<file path="src/verilog/pifm_regs.svh">
// Register offsets, field positions, reset values and function codes of the I/O function map.
//------------------------------------------------------------------------------
//------------------------------------------------------------------------------
`ifndef PIFM_REGS_SVH
`define PIFM_REGS_SVH

`define PIFM_ADDR_IN1_SEL 8'h00
`define PIFM_ADDR_IN2_SEL 8'h01
`define PIFM_ADDR_IN3_SEL 8'h02
`define PIFM_ADDR_IN4_SEL 8'h03
`define PIFM_ADDR_IN5_SEL 8'h04
`define PIFM_ADDR_OUT1_SEL 8'h05
`define PIFM_ADDR_OUT2_SEL 8'h06
`define PIFM_ADDR_ZS_THRESH 8'h07
`define PIFM_ADDR_STATUS 8'h08
`define PIFM_ADDR_CAUSE 8'h09
`define PIFM_ADDR_PINS 8'h0A

`define PIFM_CODE_NONE 8'h00
`define PIFM_CODE_READY 8'h01
`define PIFM_CODE_CLEAR 8'h02
`define PIFM_CODE_ZSPEED 8'h03
`define PIFM_CODE_HALT 8'h21
`define PIFM_CODE_REV 8'h22
`define PIFM_CODE_FWD 8'h23

`define PIFM_RST_IN1_SEL 8'h00
`define PIFM_RST_IN2_SEL 8'h00
`define PIFM_RST_IN3_SEL 8'h22
`define PIFM_RST_IN4_SEL 8'h23
`define PIFM_RST_IN5_SEL 8'h21
`define PIFM_RST_OUT1_SEL 8'h01
`define PIFM_RST_OUT2_SEL 8'h03
`define PIFM_RST_ZS_THRESH 16'h000A

`define PIFM_ST_READY 0
`define PIFM_ST_FAULT 1
`define PIFM_ST_POWER 2
`define PIFM_ST_ZSPEED 3

`define PIFM_CAUSE_HALT 0
`define PIFM_CAUSE_REV 1
`define PIFM_CAUSE_FWD 2
`define PIFM_CAUSE_CTRL 3
`define PIFM_CAUSE_MOTOR 4

`endif

</file>
<file path="src/verilog/pifm_pkg.sv">
// Types shared by the I/O function map modules.
package pifm_pkg;

	typedef logic [7:0] pifm_code_type;

	typedef enum logic [1:0] {
		PIFM_NOPOWER = 2'b00,
		PIFM_READY = 2'b01,
		PIFM_FAULT = 2'b11
	} pifm_state_type;

endpackage : pifm_pkg

</file>
<file path="src/verilog/pifm_in_decode.sv">
// Decodes the input pin selects into per-function activity.
`timescale 1ns/1ps
`include "pifm_regs.svh"

module pifm_in_decode #(
	parameter int NUM_IN = 5
) (
	input wire logic [NUM_IN-1:0] pin_level,
	input wire pifm_pkg::pifm_code_type sel [NUM_IN],
	output logic clear_on,
	output logic halt_off,
	output logic rev_off,
	output logic fwd_off
);
	import pifm_pkg::*;

	logic [NUM_IN-1:0] clr_hit;
	logic [NUM_IN-1:0] halt_hit;
	logic [NUM_IN-1:0] rev_hit;
	logic [NUM_IN-1:0] fwd_hit;

	// A function on no pin yields no hit, so it stays inactive.
	genvar i;
	generate
		for (i = 0; i < NUM_IN; i++) begin : g_pin
			assign clr_hit[i] = (sel[i] == `PIFM_CODE_CLEAR) && pin_level[i];
			assign halt_hit[i] = (sel[i] == `PIFM_CODE_HALT) && !pin_level[i];
			assign rev_hit[i] = (sel[i] == `PIFM_CODE_REV) && !pin_level[i];
			assign fwd_hit[i] = (sel[i] == `PIFM_CODE_FWD) && !pin_level[i];
		end
	endgenerate

	assign clear_on = |clr_hit;
	assign halt_off = |halt_hit;
	assign rev_off = |rev_hit;
	assign fwd_off = |fwd_hit;

endmodule : pifm_in_decode

</file>
<file path="src/verilog/pifm_out_select.sv">
// Picks the function that one output pin carries.
`timescale 1ns/1ps
`include "pifm_regs.svh"

module pifm_out_select (
	input wire pifm_pkg::pifm_code_type sel,
	input wire logic ready,
	input wire logic zero_speed,
	output logic level
);
	import pifm_pkg::*;

	always_comb begin
		case (sel)
			`PIFM_CODE_READY: level = ready;
			`PIFM_CODE_ZSPEED: level = zero_speed;
			default: level = 1'b0;
		endcase
	end

endmodule : pifm_out_select

</file>
<file path="src/verilog/pifm_top.sv">
// Programmable digital I/O function map with alarm latch and register port.
//
// Our own choices: the address map and the strobed register port.
`timescale 1ns/1ps
`include "pifm_regs.svh"

module pifm_top #(
	parameter int NUM_IN = 5,
	parameter int NUM_OUT = 2,
	parameter int SPEED_W = 16
) (
	input wire logic CLK,
	input wire logic RST,
	input wire logic [7:0] ADDR,
	input wire logic [15:0] WDATA,
	input wire logic WR,
	input wire logic RD,
	output logic [15:0] RDATA,
	input wire logic [NUM_IN-1:0] DI_LEVEL,
	output logic [NUM_OUT-1:0] DO_LEVEL,
	input wire logic CONTROL_POWER_OK,
	input wire logic CTRL_CIRCUIT_FAULT,
	input wire logic MOTOR_POWER_FAULT,
	input wire logic [SPEED_W-1:0] MOTOR_SPEED,
	output logic FAULT_FLAG,
	output logic DRIVE_READY
);
	import pifm_pkg::*;

	//--------------------------------------------------------------------------
	// Parameter checks
	//--------------------------------------------------------------------------
	// The select decode and the pin word are laid out for five inputs and two outputs.
	generate
		if (NUM_IN != 5) begin : g_bad_in
			$error("pifm_top serves exactly five digital inputs.");
		end
		if (NUM_OUT != 2) begin : g_bad_out
			$error("pifm_top serves exactly two digital outputs.");
		end
		if (SPEED_W < 1 || SPEED_W > 16) begin : g_bad_speed
			$error("pifm_top serves a speed word of 1 to 16 bits.");
		end
		if ((`PIFM_RST_ZS_THRESH >> SPEED_W) != 0) begin : g_bad_thresh
			$error("pifm_top cannot hold the reset zero speed threshold in SPEED_W bits.");
		end
	endgenerate

	//--------------------------------------------------------------------------
	// Constant checks
	//--------------------------------------------------------------------------
	// An unassigned pin holds the empty code, so no function code may equal it.
	generate
		if (`PIFM_CODE_READY == `PIFM_CODE_NONE || `PIFM_CODE_ZSPEED == `PIFM_CODE_NONE
			|| `PIFM_CODE_CLEAR == `PIFM_CODE_NONE || `PIFM_CODE_HALT == `PIFM_CODE_NONE
			|| `PIFM_CODE_REV == `PIFM_CODE_NONE
			|| `PIFM_CODE_FWD == `PIFM_CODE_NONE) begin : g_bad_none
			$error("pifm_top needs every function code to differ from the empty code.");
		end
		if (`PIFM_CODE_READY == `PIFM_CODE_ZSPEED) begin : g_bad_out_code
			$error("pifm_top needs two distinct output function codes.");
		end
		if (`PIFM_CODE_CLEAR == `PIFM_CODE_HALT || `PIFM_CODE_CLEAR == `PIFM_CODE_REV
			|| `PIFM_CODE_CLEAR == `PIFM_CODE_FWD || `PIFM_CODE_HALT == `PIFM_CODE_REV
			|| `PIFM_CODE_HALT == `PIFM_CODE_FWD
			|| `PIFM_CODE_REV == `PIFM_CODE_FWD) begin : g_bad_in_code
			$error("pifm_top needs four distinct input function codes.");
		end
		if (`PIFM_CAUSE_HALT > 4 || `PIFM_CAUSE_REV > 4 || `PIFM_CAUSE_FWD > 4
			|| `PIFM_CAUSE_CTRL > 4 || `PIFM_CAUSE_MOTOR > 4) begin : g_bad_cause
			$error("pifm_top keeps its alarm causes in a five bit word.");
		end
		if (`PIFM_ST_READY > 15 || `PIFM_ST_FAULT > 15 || `PIFM_ST_POWER > 15
			|| `PIFM_ST_ZSPEED > 15) begin : g_bad_status
			$error("pifm_top keeps its status bits in a sixteen bit word.");
		end
	endgenerate

	//--------------------------------------------------------------------------
	// Configuration registers
	//--------------------------------------------------------------------------
	pifm_code_type in_sel_q [NUM_IN];
	pifm_code_type in_sel_d [NUM_IN];
	pifm_code_type out_sel_q [NUM_OUT];
	pifm_code_type out_sel_d [NUM_OUT];
	logic [SPEED_W-1:0] thresh_q;
	logic [SPEED_W-1:0] thresh_d;

	always_comb begin
		in_sel_d = in_sel_q;
		out_sel_d = out_sel_q;
		thresh_d = thresh_q;
		if (WR) begin
			if (ADDR == `PIFM_ADDR_IN1_SEL) begin
				in_sel_d[0] = WDATA[7:0];
			end else if (ADDR == `PIFM_ADDR_IN2_SEL) begin
				in_sel_d[1] = WDATA[7:0];
			end else if (ADDR == `PIFM_ADDR_IN3_SEL) begin
				in_sel_d[2] = WDATA[7:0];
			end else if (ADDR == `PIFM_ADDR_IN4_SEL) begin
				in_sel_d[3] = WDATA[7:0];
			end else if (ADDR == `PIFM_ADDR_IN5_SEL) begin
				in_sel_d[4] = WDATA[7:0];
			end else if (ADDR == `PIFM_ADDR_OUT1_SEL) begin
				out_sel_d[0] = WDATA[7:0];
			end else if (ADDR == `PIFM_ADDR_OUT2_SEL) begin
				out_sel_d[1] = WDATA[7:0];
			end else if (ADDR == `PIFM_ADDR_ZS_THRESH) begin
				thresh_d = WDATA[SPEED_W-1:0];
			end
		end
	end

	always_ff @(posedge CLK or posedge RST) begin
		if (RST) begin
			in_sel_q[0] <= `PIFM_RST_IN1_SEL;
			in_sel_q[1] <= `PIFM_RST_IN2_SEL;
			in_sel_q[2] <= `PIFM_RST_IN3_SEL;
			in_sel_q[3] <= `PIFM_RST_IN4_SEL;
			in_sel_q[4] <= `PIFM_RST_IN5_SEL;
			out_sel_q[0] <= `PIFM_RST_OUT1_SEL;
			out_sel_q[1] <= `PIFM_RST_OUT2_SEL;
			thresh_q <= SPEED_W'(`PIFM_RST_ZS_THRESH);
		end else begin
			in_sel_q <= in_sel_d;
			out_sel_q <= out_sel_d;
			thresh_q <= thresh_d;
		end
	end

	//--------------------------------------------------------------------------
	// Input function decode
	//--------------------------------------------------------------------------
	logic clear_on;
	logic halt_off;
	logic rev_off;
	logic fwd_off;

	pifm_in_decode #(
		.NUM_IN(NUM_IN)
	) u_in_decode (
		.pin_level(DI_LEVEL),
		.sel(in_sel_q),
		.clear_on(clear_on),
		.halt_off(halt_off),
		.rev_off(rev_off),
		.fwd_off(fwd_off)
	);

	//--------------------------------------------------------------------------
	// Alarm clear edge
	//--------------------------------------------------------------------------
	logic clear_on_q;
	logic clear_on_d;
	logic clear_edge;

	// Only the rising edge clears, so a clear contact held on cannot mask a new alarm.
	assign clear_edge = clear_on && !clear_on_q;

	always_comb begin
		clear_on_d = clear_on;
	end

	always_ff @(posedge CLK or posedge RST) begin
		if (RST) begin
			clear_on_q <= 1'b0;
		end else begin
			clear_on_q <= clear_on_d;
		end
	end

	//--------------------------------------------------------------------------
	// Alarm cause latch
	//--------------------------------------------------------------------------
	logic [4:0] cause_q;
	logic [4:0] cause_d;
	logic [4:0] cause_now;

	always_comb begin
		cause_now = 5'h00;
		cause_now[`PIFM_CAUSE_HALT] = halt_off;
		cause_now[`PIFM_CAUSE_REV] = rev_off;
		cause_now[`PIFM_CAUSE_FWD] = fwd_off;
		cause_now[`PIFM_CAUSE_CTRL] = CTRL_CIRCUIT_FAULT;
		cause_now[`PIFM_CAUSE_MOTOR] = MOTOR_POWER_FAULT;
		// A cause still present in the clear cycle stays set.
		cause_d = clear_edge ? cause_now : (cause_q | cause_now);
	end

	always_ff @(posedge CLK or posedge RST) begin
		if (RST) begin
			cause_q <= 5'h00;
		end else begin
			cause_q <= cause_d;
		end
	end

	//--------------------------------------------------------------------------
	// Drive state
	//--------------------------------------------------------------------------
	pifm_state_type state_q;
	pifm_state_type state_d;

	always_comb begin
		state_d = state_q;
		case (state_q)
			PIFM_NOPOWER: begin
				if (CONTROL_POWER_OK && cause_d == 5'h00) begin
					state_d = PIFM_READY;
				end else if (CONTROL_POWER_OK) begin
					state_d = PIFM_FAULT;
				end
			end
			PIFM_READY: begin
				if (!CONTROL_POWER_OK) begin
					state_d = PIFM_NOPOWER;
				end else if (cause_d != 5'h00) begin
					state_d = PIFM_FAULT;
				end
			end
			PIFM_FAULT: begin
				if (!CONTROL_POWER_OK) begin
					state_d = PIFM_NOPOWER;
				end else if (cause_d == 5'h00) begin
					state_d = PIFM_READY;
				end
			end
			default: state_d = PIFM_NOPOWER;
		endcase
	end

	always_ff @(posedge CLK or posedge RST) begin
		if (RST) begin
			state_q <= PIFM_NOPOWER;
		end else begin
			state_q <= state_d;
		end
	end

	//--------------------------------------------------------------------------
	// Output functions
	//--------------------------------------------------------------------------
	logic ready_q;
	logic ready_d;
	logic zero_speed_out_q;
	logic zero_speed_out_d;
	logic fault_q;
	logic fault_d;
	logic [NUM_OUT-1:0] do_q;
	logic [NUM_OUT-1:0] do_d;

	always_comb begin
		ready_d = (state_d == PIFM_READY);
		zero_speed_out_d = (MOTOR_SPEED < thresh_q);
		fault_d = (state_d == PIFM_FAULT);
	end

	genvar k;
	generate
		for (k = 0; k < NUM_OUT; k++) begin : g_out
			pifm_out_select u_out_select (
				.sel(out_sel_q[k]),
				.ready(ready_d),
				.zero_speed(zero_speed_out_d),
				.level(do_d[k])
			);
		end
	endgenerate

	always_ff @(posedge CLK or posedge RST) begin
		if (RST) begin
			ready_q <= 1'b0;
			zero_speed_out_q <= 1'b0;
			fault_q <= 1'b0;
			do_q <= '0;
		end else begin
			ready_q <= ready_d;
			zero_speed_out_q <= zero_speed_out_d;
			fault_q <= fault_d;
			do_q <= do_d;
		end
	end

	assign DO_LEVEL = do_q;
	assign DRIVE_READY = ready_q;
	assign FAULT_FLAG = fault_q;

	//--------------------------------------------------------------------------
	// Read-only words
	//--------------------------------------------------------------------------
	logic [15:0] status_word;
	logic [15:0] cause_word;
	logic [15:0] pins_word;

	always_comb begin
		status_word = 16'h0000;
		status_word[`PIFM_ST_READY] = ready_q;
		status_word[`PIFM_ST_FAULT] = fault_q;
		status_word[`PIFM_ST_POWER] = CONTROL_POWER_OK;
		status_word[`PIFM_ST_ZSPEED] = zero_speed_out_q;
		cause_word = 16'h0000;
		cause_word[4:0] = cause_q;
		pins_word = 16'h0000;
		pins_word[NUM_IN-1:0] = DI_LEVEL;
		pins_word[8 +: NUM_OUT] = do_q;
	end

	//--------------------------------------------------------------------------
	// Register read port
	//--------------------------------------------------------------------------
	logic [15:0] rdata_q;
	logic [15:0] rdata_d;

	always_comb begin
		rdata_d = 16'h0000;
		if (RD) begin
			if (ADDR == `PIFM_ADDR_IN1_SEL) begin
				rdata_d = {8'h00, in_sel_q[0]};
			end else if (ADDR == `PIFM_ADDR_IN2_SEL) begin
				rdata_d = {8'h00, in_sel_q[1]};
			end else if (ADDR == `PIFM_ADDR_IN3_SEL) begin
				rdata_d = {8'h00, in_sel_q[2]};
			end else if (ADDR == `PIFM_ADDR_IN4_SEL) begin
				rdata_d = {8'h00, in_sel_q[3]};
			end else if (ADDR == `PIFM_ADDR_IN5_SEL) begin
				rdata_d = {8'h00, in_sel_q[4]};
			end else if (ADDR == `PIFM_ADDR_OUT1_SEL) begin
				rdata_d = {8'h00, out_sel_q[0]};
			end else if (ADDR == `PIFM_ADDR_OUT2_SEL) begin
				rdata_d = {8'h00, out_sel_q[1]};
			end else if (ADDR == `PIFM_ADDR_ZS_THRESH) begin
				rdata_d[SPEED_W-1:0] = thresh_q;
			end else if (ADDR == `PIFM_ADDR_STATUS) begin
				rdata_d = status_word;
			end else if (ADDR == `PIFM_ADDR_CAUSE) begin
				rdata_d = cause_word;
			end else if (ADDR == `PIFM_ADDR_PINS) begin
				rdata_d = pins_word;
			end
		end
	end

	always_ff @(posedge CLK or posedge RST) begin
		if (RST) begin
			rdata_q <= 16'h0000;
		end else begin
			rdata_q <= rdata_d;
		end
	end

	assign RDATA = rdata_q;

endmodule : pifm_top
</file>
<file path="config.mk">
export PLATFORM = sky130hd
export DESIGN_NAME = pifm_top
export DESIGN_NICKNAME = d
export VERILOG_FILES = /design/src/verilog/pifm_pkg.sv /design/src/verilog/pifm_in_decode.sv /design/src/verilog/pifm_out_select.sv /design/src/verilog/pifm_top.sv
export VERILOG_INCLUDE_DIRS = /design/src /design/src/verilog
export SDC_FILE = /design/constraint.sdc
export NUM_CORES = 1
export LEC_CHECK = 0
export BUFFER_PORTS_ARGS = -buffer_cell sky130_fd_sc_hd__buf_2
export CORE_MARGIN = 10
export CORE_UTILIZATION = 58
export CTS_CLUSTER_SIZE = 14
export DETAILED_ROUTE_END_ITERATION = 16
export PLACE_DENSITY = 0.8
export RECOVER_POWER = 100
export SETUP_SLACK_MARGIN = 0.15
export SLEW_MARGIN = 0
export SYNTH_ARGS = -nofsm -noshare
export SYNTH_HDL_FRONTEND = slang
export SYNTH_SLANG_ARGS = --single-unit
</file>
<file path="constraint.sdc">
create_clock -name CLK -period 3.6 [get_ports CLK]
set_input_delay 0.72 -clock CLK [delete_from_list [all_inputs] [get_ports CLK]]
set_output_delay 0.72 -clock CLK [all_outputs]
set_load 0.01 [all_outputs]
</file>
* Yosys cells after proc, flatten, opt, wreduce, memory -nomap -nowiden *
Index checks and enable logic that the tools add are counted.

word-level totals
  bits in read-only memories = 0
  memories kept = 0
  output and inout port bits = 20
  latch bits = 0
  bits in writable memories = 0
  register bits = 101

operators by class
  order comparisons = 1
  shifts and indexed selects = 0
  bitwise operators = 8
  divide/modulo/power cells = 0
  multipliers = 0
  muxes and demuxes = 22
  equal/unequal tests = 38
  reductions and logical operators = 44
  $add $sub $neg = 0

operators with widths
  operator            count
  $mux 16             9
  $eq 8x6->1 const B  15
  $eq 8x2->1 const B  9
  $eq 8x3->1 const B  4
  $mux 10             3
  $eq 8x1->1 const B  3
  $eq 8x4->1 const B  3
  $logic_and 1x1->1   22
  $reduce_or 5->1     4
  $lt 16x16->1        1
  $mux 2              6
  $reduce_and 9->1    1
  $logic_not 8->1     1
  $reduce_and 8->1    1
  $not 1->1           7
  $reduce_and 7->1    1
  $logic_not 1->1     6
  $pmux 2 s3          1
  $reduce_and 6->1    1
  $logic_not 5->1     1
  $mux 5              1
  $or 5x5->5          1
  $reduce_and 5->1    1
  $reduce_bool 5->1   1
  7 further kinds     10

* Depth between registers and ports, before layout *
  depth in word-level cells = 13
  gate-level depth with buffers = 8
  gate-level depth less buffers = 8

* By module *
A second synthesis with hierarchy kept.

unflattened totals
  cells, all modules = 465
  area total of the unflattened synthesis = 5231.3 µm²

by module, submodules not included
  module           cells each  area an instance (µm²)  instances
  pifm_top         410         4798.4                  1
  pifm_in_decode   47          360.3                   1
  pifm_out_select  4           36.3                    2

* Least setup slack after synthesis *
No wires, ideal clock.

  kind = input to register
  start point = input port ADDR[7]
  end point = register in_sel_q[18] (netlist bit)
  path buffers = 1
  arrival = 2350 ps
  cell stages on the path = 5
  slack = 1125 ps
  required time = 3475 ps
  cells stage by stage = or4_4 or3_1 buf_2 nor2_2 mux2_2

between the ends
  cells in the longest elaborated chain, start to end = 3
  elaborated cells on any way between the ends = 6
  those cells by class = 2 x eq/ne; 2 x bitwise; 2 x reduce/logical

RTL lines
  what                                                     RTL line         source
  from (decl)                                              pifm_top.sv:14   input wire logic [7:0] ADDR,
  $eq 8x1->1 (no line) or $logic_not 8->1 (tied branches)  -
  $not 1->1 (no line)                                      -
  $reduce_and 4->1 (no line) (*)                           -
  to (signal assigned)                                     pifm_top.sv:125  in_sel_q <= in_sel_d;
  to (decl)                                                pifm_top.sv:82   pifm_code_type in_sel_q [NUM_IN];

Mark *: on every way between the ends. The rest lies on a longest branch, timed or not.
A chain may end at the register's enable or synchronous reset.

* Worst setup path in the final report *
  start point = input port ADDR[1]
  end point = register in_sel_q[12] (netlist bit)

between the ends
  cells in the longest elaborated chain, start to end = 3
  elaborated cells on any way between the ends = 8
  those cells by class = 3 x eq/ne; 3 x bitwise; 2 x reduce/logical

RTL lines
  what
  $eq 8x2->1 (no line) (tied with other cells)
  $not 1->1 (no line)
  $reduce_and 5->1 (no line) (*)

Marks and branches as above.

==> results.rst <==
.. list-table::
   :header-rows: 1

   * - Metric
     - Value
   * - Synth Net Count
     - 526
   * - Critical path startpoint
     - ADDR[1]
   * - Synthesized cell area
     - 5270 um^2
   * - Die area
     - 13,300 um^2
   * - Accumulated negative setup slack
     - 0 ns
   * - Hold-fix buffer count after cts
     - 0
   * - Placed Area
     - 5760 um^2
   * - Number of buffers inserted by post-CTS setup repair
     - 0
   * - Total of buffers placed on input and output ports
     - 71
   * - Initial antenna violation count
     - 0
   * - Crit. End Element
     - flop
   * - I/O pin cnt
     - 72
   * - Number of remaining DRC errors
     - 0
   * - Latest clock arrival within the worst-skew pair
     - 0.37 ns
   * - Most frequent cells in the layout
     - 89 x sky130_fd_sc_hd__dfrtp_1, 73 x sky130_fd_sc_hd__mux2_2, 50 x sky130_fd_sc_hd__buf_2
   * - Wire length of the first global-routing pass
     - 21,700 um
   * - R2R setup slack
     - 0.90 ns
   * - Peak supply drop
     - 236 uV
   * - EDFF count, synth
     - 0
   * - Die Ht
     - 115 um
   * - Max-slew headroom at the worst pin
     - -35.2%
   * - Clock tree from TritonCTS
     - built
   * - Power density over cell area
     - 381 nW/um^2
   * - Highest cell delay on the worst timing path
     - 0.77 ns
   * - Yosys warning total
     - 0
   * - Total number of cells along the worst setup path
     - 5
   * - Maxcap violations
     - 1
   * - Final-report hold violation count
     - 0
   * - Top Family by Delay on Critical Path
     - simple AND/OR/NAND/NOR gates
   * - Global-route congestion overflow total
     - 0
   * - Dominant combinational cell family by area after synthesis
     - multiplexers
   * - FF-to-FF End
     - DO_LEVEL[0]
   * - Total number of vias
     - 4,040
   * - CTS root buf
     - sky130_fd_sc_hd__clkbuf_8
   * - Maximum number of buffers from clock root to sink
     - 2
   * - Cells after synthesis
     - 459
   * - Destination of the critical timing path
     - in_sel_q[12]
   * - Synth Area per Inst
     - 11.5 um^2
   * - HPWL reported at the end of detailed placement
     - 10,200 um
   * - Standard-cell rows
     - 34
   * - Time the final worst path needs with I/O delays and setup
     - 2.87 ns
   * - Area overhead of the layout relative to synthesis
     - 11.7%
   * - Setup-violating endpoint count in the final report
     - 0
   * - Crit path max-delay cell type
     - sky130_fd_sc_hd__nor4_1
   * - Ratio of cells with drive above 1 in the final layout
     - 31.8%
   * - Pin count of the biggest net entering global routing
     - 58
   * - CTS Buf Count
     - 9
   * - Unique masters post-synth
     - 58
   * - Number of gates resized after cts
     - 0
   * - TritonCTS sink count
     - 101
   * - Sequential fraction of the synthesis area
     - 48.3%
   * - Most frequent standard cell in the layout excluding fill and tap cells
     - sky130_fd_sc_hd__dfrtp_1
   * - Count of final max-slew check failures
     - 45
   * - Post-synthesis compound-gate area fraction
     - 9.69%
   * - Total global-route track usage
     - 20.4%
   * - Final worst-path cycle share
     - 79.7%
   * - Failing checks
     - capacitance limit, slew limit
   * - Xor/xnor share of the synthesized area
     - 0%
   * - Initial cell density of the core
     - 60.1%
   * - Area fraction in and, or, nand and nor cells after synthesis
     - 15.3%
   * - Startpoint type of the worst setup path
     - input port
   * - Worst path arrival time
     - 3.12 ns
   * - First-pass DRT Iterations
     - 5
   * - Share of synthesized area spent on multiplexers
     - 20.1%
   * - Wirelength, routed
     - 13,300 um
   * - CTS HTree Levels
     - 3
   * - Startpoint of the worst register-to-register path
     - in_sel_q[23]
   * - Weighted congestion at the end of routability-driven global placement
     - 0.909
   * - Result of the run
     - finished with violations
   * - Async set-or-reset flop fraction in the synthesized netlist
     - 100%
   * - Clock transition at the registers of the reported paths
     - 0.09 ns
   * - Critical path, cell by cell
     - clkbuf_2 > nand2_1 > nor4_1 > nand2_1 > mux2_2
   * - Leakage
     - 2.72 nW
   * - Worst Path Class, Setup
     - in -> reg
   * - Total buffers and inverters traversed by the critical path
     - 1
   * - Net total in the final layout
     - 599
   * - Final setup skew
     - 0.00889 ns
   * - Number of antenna repair diodes
     - 0
   * - CP required
     - 3.85 ns
   * - Arithmetic-cell share of the synthesized area counting full adders, half adders and majority gates
     - 3.56%
   * - Unrepaired setup endpoints after global routing
     - no
   * - Vias in the first global route
     - 4,172
   * - Area of the core
     - 8760 um^2
   * - Worst R2R Path Depth
     - 6
   * - Synthesis-stage register bit count
     - 101
   * - Initial drt markers
     - 317
   * - WL/cell
     - 20.7 um
   * - Max Clk Rate
     - 349 MHz
   * - Worst hold path type
     - reg -> reg
   * - Slew at the pin closest to its max-slew limit
     - 2.02 ns
   * - Number of vias per cell after detailed routing
     - 6.26
   * - Final instance area
     - 5880 um^2
   * - Routed Antenna Nets
     - 0
   * - Worst path most repeated cell
     - sky130_fd_sc_hd__nand2_1
   * - Worst-path fanout max
     - 23
   * - Most frequently used flop master after synthesis
     - sky130_fd_sc_hd__dfrtp_1
   * - Die Span X
     - 115 um
## synthesized netlist by cell type, types with 10 or more instances
master | n | area [um^2]
sky130_fd_sc_hd__ha_1 | 15 | 188
sky130_fd_sc_hd__nand2_1 | 32 | 120
sky130_fd_sc_hd__a21oi_1 | 16 | 80.1
sky130_fd_sc_hd__inv_1 | 25 | 93.8
sky130_fd_sc_hd__nor2_1 | 19 | 71.3
sky130_fd_sc_hd__nor3_1 | 11 | 55.1
sky130_fd_sc_hd__nor4_1 | 14 | 87.6
sky130_fd_sc_hd__dfrtp_1 | 89 | 2230
sky130_fd_sc_hd__dfstp_2 | 12 | 315
sky130_fd_sc_hd__o21ai_0 | 12 | 60.1
sky130_fd_sc_hd__mux2_2 | 73 | 822
sky130_fd_sc_hd__mux2i_1 | 10 | 100
## routing by layer
layer / share of wire, % / wire (um) / vias up / global-route usage (%)
li1: - / - / 1845 / -
met1: 42 / 5610 / 2020 / 26.6
met2: 48 / 6380 / 150 / 32.1
met3: 7.9 / 1060 / 25 / 5.42
met4: 2.1 / 280 / 0 / 7.34
met5: 0 / 0 / - / 0
## cell type report
class,count,area [um^2]
Fill cell,663,2880
Sequential cell,101,2540
Tap cell,108,135
Clock inverter,4,56.3
Clock buffer,12,145
Timing Repair Buffer,79,388
Multi-Input combinational cell,316,2520
Inverter,25,95.1
## flip-flops by register name, summed over array words and instances (netlist names), 2 cells and up
name	count
in_sel_q	40
RDATA	16
thresh_q	16
DO_LEVEL	2
state_q	2
cause_q	5
out_sel_q	16
## per-stage QoR
stage                     utilization (%)  hold slack, ns  cells  total power [mW]  worst slack, ns
after floorplan                         -           0.450    459              1.42            0.253
after CTS                            68.0           0.422    645              2.26             1.02
after detailed placement             65.7           0.478    629              1.53            0.626
after global routing                 67.1           0.525    645              2.34            0.548
final                                67.1           0.501    645              2.24            0.732
after global placement               65.7           0.470    629              1.51            0.663
## report_power, final
group | switching [mW] | internal (mW)
Combinational | 0.150 | 0.116
Sequential | 0.0464 | 1.19
Clock | 0.390 | 0.347
## logic make-up after synthesis
kind of cell / after synthesis
simple gates: 139
fa+ha+maj: 15
compound gates: 73
flops: 101
mux: 89
buf+inv: 42
## how the worst min path moves through the flow
stage / startpoint / end / slack, ns / cells after the start
2_1_floorplan: cause_q[0] / cause_q[0] / 0.45 / 2
3_3_place_gp: cause_q[0] / cause_q[0] / 0.47 / 2
3_5_place_dp: cause_q[0] / cause_q[0] / 0.48 / 2
4_1_cts: RST / thresh_q[4] / 0.42 / 2
5_1_grt: thresh_q[4] / thresh_q[4] / 0.53 / 1
6_report: cause_q[0] / cause_q[0] / 0.50 / 2
## worst register-to-register path: stages, from the launching register on
cell,delay (ns)
sky130_fd_sc_hd__dfrtp_1,0.42
sky130_fd_sc_hd__or4_1,0.61
sky130_fd_sc_hd__or3b_1,0.46
sky130_fd_sc_hd__o22a_1,0.26
sky130_fd_sc_hd__a21oi_1,0.42
sky130_fd_sc_hd__o2111ai_1,0.19
sky130_fd_sc_hd__o22ai_1,0.25
No activity file was read; power rests on OpenSTA's default activity.
